$ cat src/rtl/lmx_pkg.sv
package lmx_pkg;

  // ****************************************
  // instruction word and opcode patterns
  // ****************************************
  localparam int          INSTR_W    = 14;
  localparam logic [13:0] OP_IDLE    = 14'h0000;
  localparam logic [13:0] MSK_IDLE   = 14'h3fff;
  localparam logic [13:0] OP_BANK    = 14'h0140;
  localparam logic [13:0] MSK_BANK   = 14'h3fc0;
  localparam logic [13:0] OP_PAGE    = 14'h3180;
  localparam logic [13:0] MSK_PAGE   = 14'h3f80;
  localparam logic [13:0] OP_WORK    = 14'h3000;
  localparam logic [13:0] MSK_WORK   = 14'h3f00;
  localparam logic [13:0] OP_FILE    = 14'h0080;
  localparam logic [13:0] MSK_FILE   = 14'h3f80;
  localparam logic [13:0] OP_IND     = 14'h0018;
  localparam logic [13:0] MSK_IND    = 14'h3ff8;
  localparam logic [13:0] OP_REL     = 14'h3f80;
  localparam logic [13:0] MSK_REL    = 14'h3f80;

  // ****************************************
  // field positions
  // ****************************************
  localparam int IND_SEL_BIT = 2;
  localparam int REL_SEL_BIT = 6;

  // ****************************************
  // addresses of the two window registers
  // ****************************************
  localparam logic [6:0] WIN0_ADDR = 7'h00;
  localparam logic [6:0] WIN1_ADDR = 7'h01;

  // ****************************************
  // widths and reset values
  // ****************************************
  localparam int          BANK_W     = 6;
  localparam int          PAGE_W     = 7;
  localparam int          PTR_W      = 16;
  localparam logic [5:0]  BANK_RST   = 6'h00;
  localparam logic [6:0]  PAGE_RST   = 7'h00;
  localparam logic [7:0]  WORK_RST   = 8'h00;
  localparam logic [15:0] PTR_RST    = 16'h0000;

  typedef enum logic [1:0] {
    LMX_PRE_INC  = 2'b00,
    LMX_PRE_DEC  = 2'b01,
    LMX_POST_INC = 2'b10,
    LMX_POST_DEC = 2'b11
  } lmx_mode_e;

  typedef struct packed {
    logic        valid;
    logic [13:0] word;
  } lmx_instr_s;

  typedef struct packed {
    logic        en;
    logic [15:0] addr;
    logic [7:0]  data;
  } lmx_wr_s;

  typedef struct packed {
    logic [5:0]       bank;
    logic [6:0]       page;
    logic [7:0]       work;
    logic [1:0][15:0] ptr;
    lmx_wr_s          wr;
    logic             done;
  } lmx_state_s;

endpackage

$ cat src/rtl/lmx_move_exec.sv
// How it works
// RL1: bank literal loads bank register, flags kept
// RL2: page literal loads pc high latch
// RL3: work literal loads working register, one cycle
// RL4: store work to 7-bit file address
// RL5: indirect address: pointer, pointer plus one, minus one, offset
// RL6: pointer ends incremented, decremented or unchanged
// RL7: mode 00/01/10/11 pre/post increment/decrement
// RL8: window registers reach location at selected pointer
// RL9: 16-bit pointers wrap around at both ends
// RL10: pointer update touches no status flag
// RL11: idle instruction changes nothing, one cycle
// RL12: literal load and file store take one cycle
module lmx_move_exec (
  // clock and reset
  input  wire logic                mclk_in,
  input  wire logic                srst_in,
  // raw instruction word and valid bit from the fetch stage, decoded here
  input  wire lmx_pkg::lmx_instr_s instr_in,
  // core registers
  output logic [5:0]               bank_select_reg_out,
  output logic [6:0]               pc_high_latch_out,
  output logic [7:0]               work_reg_out,
  output logic [1:0][15:0]         file_select_pointer_out,
  // data memory write port
  output lmx_pkg::lmx_wr_s         mem_wr_out,
  // completion
  output logic                     done_out
);

  // ****************************************
  // decode
  // ****************************************
  function automatic logic op_is(input logic [13:0] w, input logic [13:0] op, input logic [13:0] msk);
    op_is = (w & msk) == op;
  endfunction

  lmx_pkg::lmx_state_s s_q;
  lmx_pkg::lmx_state_s s_d;

  logic        v;
  logic [13:0] w;
  logic        is_idle;
  logic        is_bank;
  logic        is_page;
  logic        is_work;
  logic        is_file;
  logic        is_ind;
  logic        is_rel;
  logic        is_win;
  logic        sel;
  logic [15:0] sel_ptr;
  logic [15:0] pu_addr;
  logic [15:0] pu_next;
  logic        is_none;
  logic [15:0] win_ptr;
  logic [15:0] oth_ptr;

  assign v       = instr_in.valid;
  assign w       = instr_in.word;
  assign is_idle = v && op_is(w, lmx_pkg::OP_IDLE, lmx_pkg::MSK_IDLE);
  assign is_bank = v && op_is(w, lmx_pkg::OP_BANK, lmx_pkg::MSK_BANK);
  assign is_page = v && op_is(w, lmx_pkg::OP_PAGE, lmx_pkg::MSK_PAGE);
  assign is_work = v && op_is(w, lmx_pkg::OP_WORK, lmx_pkg::MSK_WORK);
  assign is_file = v && op_is(w, lmx_pkg::OP_FILE, lmx_pkg::MSK_FILE);
  assign is_ind  = v && op_is(w, lmx_pkg::OP_IND, lmx_pkg::MSK_IND);
  assign is_rel  = v && op_is(w, lmx_pkg::OP_REL, lmx_pkg::MSK_REL);
  assign is_win  = (w[6:0] == lmx_pkg::WIN0_ADDR) || (w[6:0] == lmx_pkg::WIN1_ADDR);
  assign sel     = is_rel ? w[lmx_pkg::REL_SEL_BIT] : w[lmx_pkg::IND_SEL_BIT];
  assign sel_ptr = s_q.ptr[sel];
  assign win_ptr = s_q.ptr[w[0]];
  assign oth_ptr = s_q.ptr[!sel];
  // words outside every encoding still complete, but move nothing
  assign is_none = v && !(is_idle || is_bank || is_page || is_work || is_file || is_ind || is_rel);

  lmx_ptr_unit u_ptr (
    .ptr_in    (sel_ptr),
    .mode_in   (w[1:0]),
    .rel_in    (is_rel),
    .offset_in (w[5:0]),
    .addr_out  (pu_addr),
    .next_out  (pu_next)
  );

  // ****************************************
  // next state
  // ****************************************
  // the block owns no status bits, so no path here can disturb them
  always_comb begin
    s_d         = s_q;
    s_d.wr.en   = 1'b0;
    s_d.done    = v;                                            // RL12 RL11
    if (is_bank) begin
      s_d.bank = w[5:0];                                        // RL1
    end else if (is_page) begin
      s_d.page = w[6:0];                                        // RL2
    end else if (is_work) begin
      s_d.work = w[7:0];                                        // RL3
    end else if (is_file) begin
      s_d.wr.en   = 1'b1;
      s_d.wr.data = s_q.work;                                   // RL4
      if (is_win) begin
        s_d.wr.addr = s_q.ptr[w[0]];                            // RL8
      end else begin
        s_d.wr.addr = {3'b000, s_q.bank, w[6:0]};               // RL4
      end
    end else if (is_ind || is_rel) begin
      s_d.wr.en      = 1'b1;
      s_d.wr.data    = s_q.work;
      s_d.wr.addr    = pu_addr;                                 // RL5 RL7
      s_d.ptr[sel]   = pu_next;                                 // RL6 RL9 RL10
    end
  end

  always_ff @(posedge mclk_in) begin
    if (srst_in) begin
      s_q.bank    <= lmx_pkg::BANK_RST;
      s_q.page    <= lmx_pkg::PAGE_RST;
      s_q.work    <= lmx_pkg::WORK_RST;
      s_q.ptr     <= {lmx_pkg::PTR_RST, lmx_pkg::PTR_RST};
      s_q.wr      <= '0;
      s_q.done    <= 1'b0;
    end else begin
      s_q <= s_d;
    end
  end

  assign bank_select_reg_out     = s_q.bank;
  assign pc_high_latch_out       = s_q.page;
  assign work_reg_out            = s_q.work;
  assign file_select_pointer_out = s_q.ptr;
  assign mem_wr_out              = s_q.wr;
  assign done_out                = s_q.done;
endmodule

$ cat src/rtl/lmx_ptr_unit.sv
module lmx_ptr_unit (
  // pointer and operand
  input  wire logic [15:0] ptr_in,
  input  wire logic [1:0]  mode_in,
  input  wire logic        rel_in,
  input  wire logic [5:0]  offset_in,
  // results
  output logic      [15:0] addr_out,
  output logic      [15:0] next_out
);

  logic [15:0] inc;
  logic [15:0] dec;
  logic [15:0] rel;

  // 16-bit sums wrap on their own, no status is produced
  assign inc = ptr_in + 16'h0001;                              // RL9 RL10
  assign dec = ptr_in - 16'h0001;                              // RL9 RL10
  assign rel = ptr_in + {{10{offset_in[5]}}, offset_in};       // RL5

  always_comb begin
    addr_out = rel;
    next_out = ptr_in;
    if (!rel_in) begin
      unique case (lmx_pkg::lmx_mode_e'(mode_in))              // RL7
        lmx_pkg::LMX_PRE_INC: begin
          addr_out = inc;
          next_out = inc;
        end
        lmx_pkg::LMX_PRE_DEC: begin
          addr_out = dec;
          next_out = dec;
        end
        lmx_pkg::LMX_POST_INC: begin
          addr_out = ptr_in;
          next_out = inc;
        end
        lmx_pkg::LMX_POST_DEC: begin
          addr_out = ptr_in;
          next_out = dec;
        end
      endcase
    end
  end                                                          // RL6

endmodule

$ cat config.mk
export PLATFORM = sky130hd
export DESIGN_NAME = lmx_move_exec
export DESIGN_NICKNAME = d
export VERILOG_FILES = /design/src/rtl/lmx_pkg.sv /design/src/rtl/lmx_move_exec.sv /design/src/rtl/lmx_ptr_unit.sv
export SDC_FILE = /design/constraint.sdc
export NUM_CORES = 1
export LEC_CHECK = 0
export BUFFER_PORTS_ARGS = -buffer_cell sky130_fd_sc_hd__buf_4
export CAP_MARGIN = 40
export CORE_UTILIZATION = 55
export DETAILED_ROUTE_END_ITERATION = 16
export PLACE_DENSITY = 0.91
export SLEW_MARGIN = 20
export SYNTH_ARGS = -nofsm -noshare
export SYNTH_HDL_FRONTEND = slang
export SYNTH_SLANG_ARGS = --single-unit
$ cat constraint.sdc
create_clock -name mclk_in -period 5 [get_ports mclk_in]
set_input_delay 1 -clock mclk_in [delete_from_list [all_inputs] [get_ports mclk_in]]
set_output_delay 1 -clock mclk_in [all_outputs]
set_load 0.005 [all_outputs]
Word level (Yosys, flattened, before mapping)
Cells that the tools add are included.
- bitwise operators: 4
- eq/ne operators: 10
- magnitude comparators: 3
- mux-type cells: 15
- add/subtract/negate cells: 3
- reductions and logical operators: 20
- operators by type and width (cell ; number):
    16-bit 2-to-1 mux ; 8
    25-bit 2-to-1 mux ; 2
    16-bit case mux with 3 select lines ; 1
    32-bit bitwise mux ; 1
    16-bit case mux with 2 select lines ; 1
    16-bit by 1-bit adder with 16-bit output (second input constant) ; 1
    16-bit adder ; 1
    16-bit demux with 1-bit select ; 1
    16-bit by 1-bit subtractor with 16-bit output (second input constant) ; 1
    7-bit by 1-bit equality test with 1-bit output (second input constant) ; 2
    7-bit equality test (second input constant) ; 2
    11-bit by 2-bit equality test with 1-bit output (second input constant) ; 1
    8-bit by 3-bit equality test with 1-bit output (second input constant) ; 1
    1-bit logical AND ; 7
    7-bit logical NOT ; 1
    6-bit equality test (second input constant) ; 1
    2-bit OR reduction ; 3
    5-bit AND reduction ; 1
    2-bit equality test (second input constant) ; 2
    1-bit by 2-bit < comparator with 1-bit output (second input constant) ; 2
    1-bit inverter ; 4
    4-bit AND reduction ; 1
    4-bit OR reduction ; 1
    3-bit AND reduction ; 1
    other kinds (7) ; 8
- output and inout port bits: 79
- register bits: 79
- logic and storage cells: 64
- bits of input ports: 17

Logic depth before layout (Yosys ltp)
- depth after elaboration: 10
- mapped depth: 18
- mapped depth without buffers: 16

Modules after synthesis
From an unflattened synthesis, not the netlist that was laid out.
- cells, all modules: 674
- area, all modules: 5706.7 sq um
- modules (own cells, without submodules) (module ; seq. area each (sq um) ; area an instance (sq um) ; cells each ; times used):
    lmx_move_exec ; 1581.5 ; 3920.0 ; 405 ; 1
    lmx_ptr_unit ; 0.0 ; 1786.7 ; 269 ; 1

Worst setup path after synthesis
Ideal clock, no wire load.
- kind: input -> register
- from: input port instr_in[10] (netlist bit)
- to: register s_q (netlist bit mem_wr_out[23])
- path slack: 0.425 ns
- setup time: 0.123 ns
- data required time: 4.877 ns
- arrival: 4.451 ns
- stages on the path: 16
- path buffers: 2
- cells stage by stage: and4_1 -> buf_2 -> buf_4 -> and3_1 -> nor2_1 -> mux2i_1 -> inv_1 -> ha_1 -> a211oi_1 -> o211ai_1 -> a2111oi_0 -> o31ai_1 -> o41ai_1 -> mux2i_1 -> a2111oi_2 -> nor2_1
- word-level cells in the longest chain between the ends: 10
- elaborated cells on any way between the ends: 28
- those cells by class: add/sub: 3; eq/ne: 6; mux: 7; bitwise: 3; reduce/logical: 9
- RTL lines (item ; line ; RTL):
    start, declared ; lmx_move_exec.sv:19 ; input wire lmx_pkg::lmx_instr_s instr_in,
    7-bit equality test ; lmx_move_exec.sv:35 ; op_is = (w & msk) == op;
    1-bit logical AND ; lmx_move_exec.sv:67 ; assign is_rel = v && op_is(w, lmx_pkg::OP_REL, lmx_pkg::MSK_REL);
    1-bit 2-to-1 mux ; lmx_move_exec.sv:69 ; assign sel = is_rel ? w[lmx_pkg::REL_SEL_BIT] : w[lmx_pkg::IND_SEL_BIT];
    16-bit 2-to-1 mux (implied by the code) (2 in a row) ; lmx_move_exec.sv:70 ; assign sel_ptr = s_q.ptr[sel];
    16-bit by 1-bit subtractor with 16-bit output / 16-bit by 1-bit adder with 16-bit output (equally long branches) ; lmx_ptr_unit.sv:18, lmx_ptr_unit.sv:17 ;
    16-bit case mux with 3 select lines ; lmx_ptr_unit.sv:25 ; unique case (lmx_pkg::lmx_mode_e'(mode_in))
    16-bit 2-to-1 mux ; lmx_ptr_unit.sv:24 ; if (!rel_in) begin
    25-bit 2-to-1 mux ; lmx_move_exec.sv:107 ; end else if (is_ind || is_rel) begin
    25-bit 2-to-1 mux ; lmx_move_exec.sv:99 ; end else if (is_file) begin
    end, declared ; lmx_move_exec.sv:38 ; lmx_pkg::lmx_state_s s_q;
Several ways; a longest one is shown, not always the timed one. The select of a mux whose other input is x is not followed.
A chain may end at the register's enable or synchronous reset.

Final worst setup path
Ends and elaborated chain as after synthesis.

==> flow_metrics.env <==
export IMPL_postSynth_topFlopCell="sky130_fd_sc_hd__dfxtp_1"
export IMPL_report_final_setup_viol=0
export IMPL_first_iter_violations=578
export IMPL_timing_final_max_slew_violations=0
export IMPL_final_util_pct=68.1
export IMPL_yosysTopAreaCell="sky130_fd_sc_hd__dfxtp_1"
export IMPL_cts_setup_buffers=0
export IMPL_worstMarginPinSlew_ns=0.809
export IMPL_placer_congestion=0.984
export IMPL_clock_sinks=79
export IMPL_power_ir_vdd_worst_uv=185
export IMPL_syn_area_sq_um=5550
export IMPL_wirelength_um=20100
export IMPL_post_route_drc_count=0
export IMPL_critPathRequiredTime_ns=5.26
export IMPL_synth_compound_area_share_pct=26.3
export IMPL_via_total_after_detailed_routing=6270
export IMPL_antennaDiodeCount=0
export IMPL_grt_pass1_vias=5849
export IMPL_proportion_of_synthesized_flip_flops_having_asynchronous_set_or_reset_pct=0
export IMPL_synthMuxAreaShare_pct=7.04
export IMPL_placement_io_buffers=95
export IMPL_dp_cells=928
export IMPL_critical_path_end_type="flop"
export IMPL_max_cap_violations=0
export IMPL_r2r_start="file_select_pointer_out[2]"
export IMPL_worst_setup_path_type="in -> reg"
export IMPL_grt_setup_unrepaired="no"
export IMPL_maximum_level_of_the_cts_h_tree=3
export IMPL_boundaryPins=96
export IMPL_syn_to_final_growth_pct=20.0
export IMPL_status="complete, no violations"
export IMPL_clk_pin_slew_worst_paths_ns=0.09
export IMPL_hpwl_um=14800
export IMPL_dieHeight_um=102
export IMPL_dr_pass1_iters=7
export IMPL_crit_start="instr_in[10]"
export IMPL_clock_tree_from_tritoncts="done"
export IMPL_synth_fa_ha_area_share_pct=4.20
export IMPL_min_from="mem_wr_out[0]"
export IMPL_final_layout_size_suffix_gt1_share_pct=20.5
export IMPL_syn_num_nets=752
export IMPL_worst_setup_path_start_kind="input port"
export IMPL_antenna_violations_before_repair=0
export IMPL_syn_instance_count=717
export IMPL_wire_per_inst_um=21.3
export IMPL_setup_total_negative_slack_ns=0
export IMPL_synth_simple_area_share_pct=24.2
export IMPL_root_buffer="sky130_fd_sc_hd__clkbuf_8"
export IMPL_clock_insertion_delay_worst_skew_ns=0.37
export IMPL_final_setup_skew_ns=0.00761
export IMPL_grt_total_usage_pct=39.5
export IMPL_initial_utilization_pct=56.7
export IMPL_floorplan_die_width_um=102
export IMPL_final_net_count=841
export IMPL_layoutNonFillerInstCount=944
export IMPL_global_route_wire_length_before_repair_um=31300
export IMPL_synth_top_area_share_pct=28.5
export IMPL_floorplan_die_area_sq_um=10500
export IMPL_hp_class="reg -> reg"
export IMPL_holdBufCountCts=0
export IMPL_core_rowCount=36
export IMPL_yosysWarnings=0
export IMPL_yosys_area_share_xor_xnor_pct=4.58
export IMPL_clock_path_buffers=2
export IMPL_post_cts_resized=0
export IMPL_slew_headroom_pct=45.7
export IMPL_finalCritPeriodShare_pct=90.3
export IMPL_min_clock_period_post_route_ns=4.52
export IMPL_synth_seq_cells=79
export IMPL_worst_path_max_fanout=14
export IMPL_hold_violations=0
export IMPL_pwr_density_cell_nw_per_um2=198
export IMPL_design_core_area_sq_um=9770
export IMPL_vias_per_cell=6.64
export IMPL_yosys_cell_types_count=68
export IMPL_maximum_number_of_pins_on_one_net_before_global_route_repair=66
export IMPL_overflow_left_after_global_routing=0
export IMPL_p_leak_nw=2.58
export IMPL_largest_family_of_logic_cells_by_synthesized_area="compound AO/OA/AOI/OAI gates"
export IMPL_synth_edff_count=0
export IMPL_synth_top_cells_by_area="sky130_fd_sc_hd__dfxtp_1, sky130_fd_sc_hd__mux2i_1, sky130_fd_sc_hd__a21oi_1"
export IMPL_seq_area_frac_synth_pct=28.5
export IMPL_syn_area_per_cell_sq_um=7.73
export IMPL_drtAntennaViolNets=0
export IMPL_cts_bufs_inserted=9
export IMPL_maxClockFrequency_mhz=221
export IMPL_crit_arrival_ns=4.78
## power breakdown
group,switching [mW],internal (mW)
Sequential,0.00128,0.630
Clock,0.265,0.284
Combinational,0.0898,0.0465
Total,0.356,0.961
## layout make-up
cell class / count / area, sq um
Multi-Input combinational cell: 572 / 3680
Fill cell: 799 / 3120
Sequential cell: 79 / 1580
Timing Repair Buffer: 122 / 923
Tap cell: 133 / 166
Clock buffer: 10 / 128
Clock inverter: 6 / 92.6
Inverter: 22 / 82.6
## cell families (layout without fill, tap and decap cells)
logic type,count (synthesis),after routing
buf+inv,66,160
mux,39,39
xor+xnor,29,29
simple gates,275,275
compound gates,211,211
fa+ha+maj,18,18
flops,79,79
## cell usage after synthesis (all sizes together) (17+ instances only)
| master | number |
|---|---|
| inv | 20 |
| mux2i | 39 |
| clkbuf | 30 |
| o21ai | 47 |
| nor2 | 58 |
| dfxtp | 79 |
| nand2 | 93 |
| xnor2 | 24 |
| a21oi | 69 |
| nand3 | 37 |
| ha | 17 |
| a211oi | 18 |
## critical path, cell delays in order
cell	delay (ns)
sky130_fd_sc_hd__buf_4	0.09
sky130_fd_sc_hd__and4_1	0.32
sky130_fd_sc_hd__buf_4	0.25
sky130_fd_sc_hd__a21oi_1	0.10
sky130_fd_sc_hd__a311oi_2	0.34
sky130_fd_sc_hd__inv_2	0.11
sky130_fd_sc_hd__ha_1	0.35
sky130_fd_sc_hd__a21oi_1	0.32
sky130_fd_sc_hd__a21boi_0	0.25
sky130_fd_sc_hd__a2111oi_0	0.53
sky130_fd_sc_hd__buf_4	0.20
sky130_fd_sc_hd__o31ai_1	0.10
sky130_fd_sc_hd__o41ai_1	0.38
sky130_fd_sc_hd__mux2i_1	0.16
sky130_fd_sc_hd__a2111oi_2	0.22
sky130_fd_sc_hd__nor2_1	0.06
## sequential cells by signal (all words and copies together) (netlist names)
name,flops
file_select_pointer_out,32
work_reg_out,8
mem_wr_out,25
pc_high_latch_out,7
done_out,1
bank_select_reg_out,6
## metal layers
| metal | GRT usage, % | wire, um | part of all wire [%] |
|---|---|---|---|
| met2 | 62.8 | 9170 | 46 |
| met4 | 25.1 | 1300 | 6.5 |
| met1 | 48.4 | 7660 | 38 |
| met3 | 8.62 | 1940 | 9.7 |
| met5 | 0 | 0 | 0 |
## through the flow
stage | setup WS, ns | power (mW) | instance area (sq um) | hold WS [ns]
global placement | 0.309 | 0.774 | 6420 | 0.442
CTS | 0.544 | 1.31 | 6660 | 0.465
floorplan | 0.425 | 0.734 | 5550 | 0.448
global route | 0.174 | 1.36 | 6660 | 0.477
detailed placement | 0.166 | 0.778 | 6430 | 0.449
finish | 0.485 | 1.32 | 6660 | 0.468
## cells in the final DEF (no fill, tap or decap), drive strengths merged, types with 12 or more instances in the layout
master and n:
a311oi 12, mux2i 39, ha 17, nand2 93, dfxtp 79, nand4 16, nand2b 16, nor2 58
xnor2 24, inv 21, a21oi 69, nand3 37, o21ai 47, buf 122, nor3 16, a211oi 18
## final timing paths
path / to / cells after the start / slack (ns)
setup / recovery: mem_wr_out[23] / 16 / 0.48
hold / removal: mem_wr_out[0] / 2 / 0.47
setup reg to reg: mem_wr_out[23] / 14 / 1.35
hold reg to reg: mem_wr_out[0] / 2 / 0.47
No activity file was read; power rests on OpenSTA's default activity.
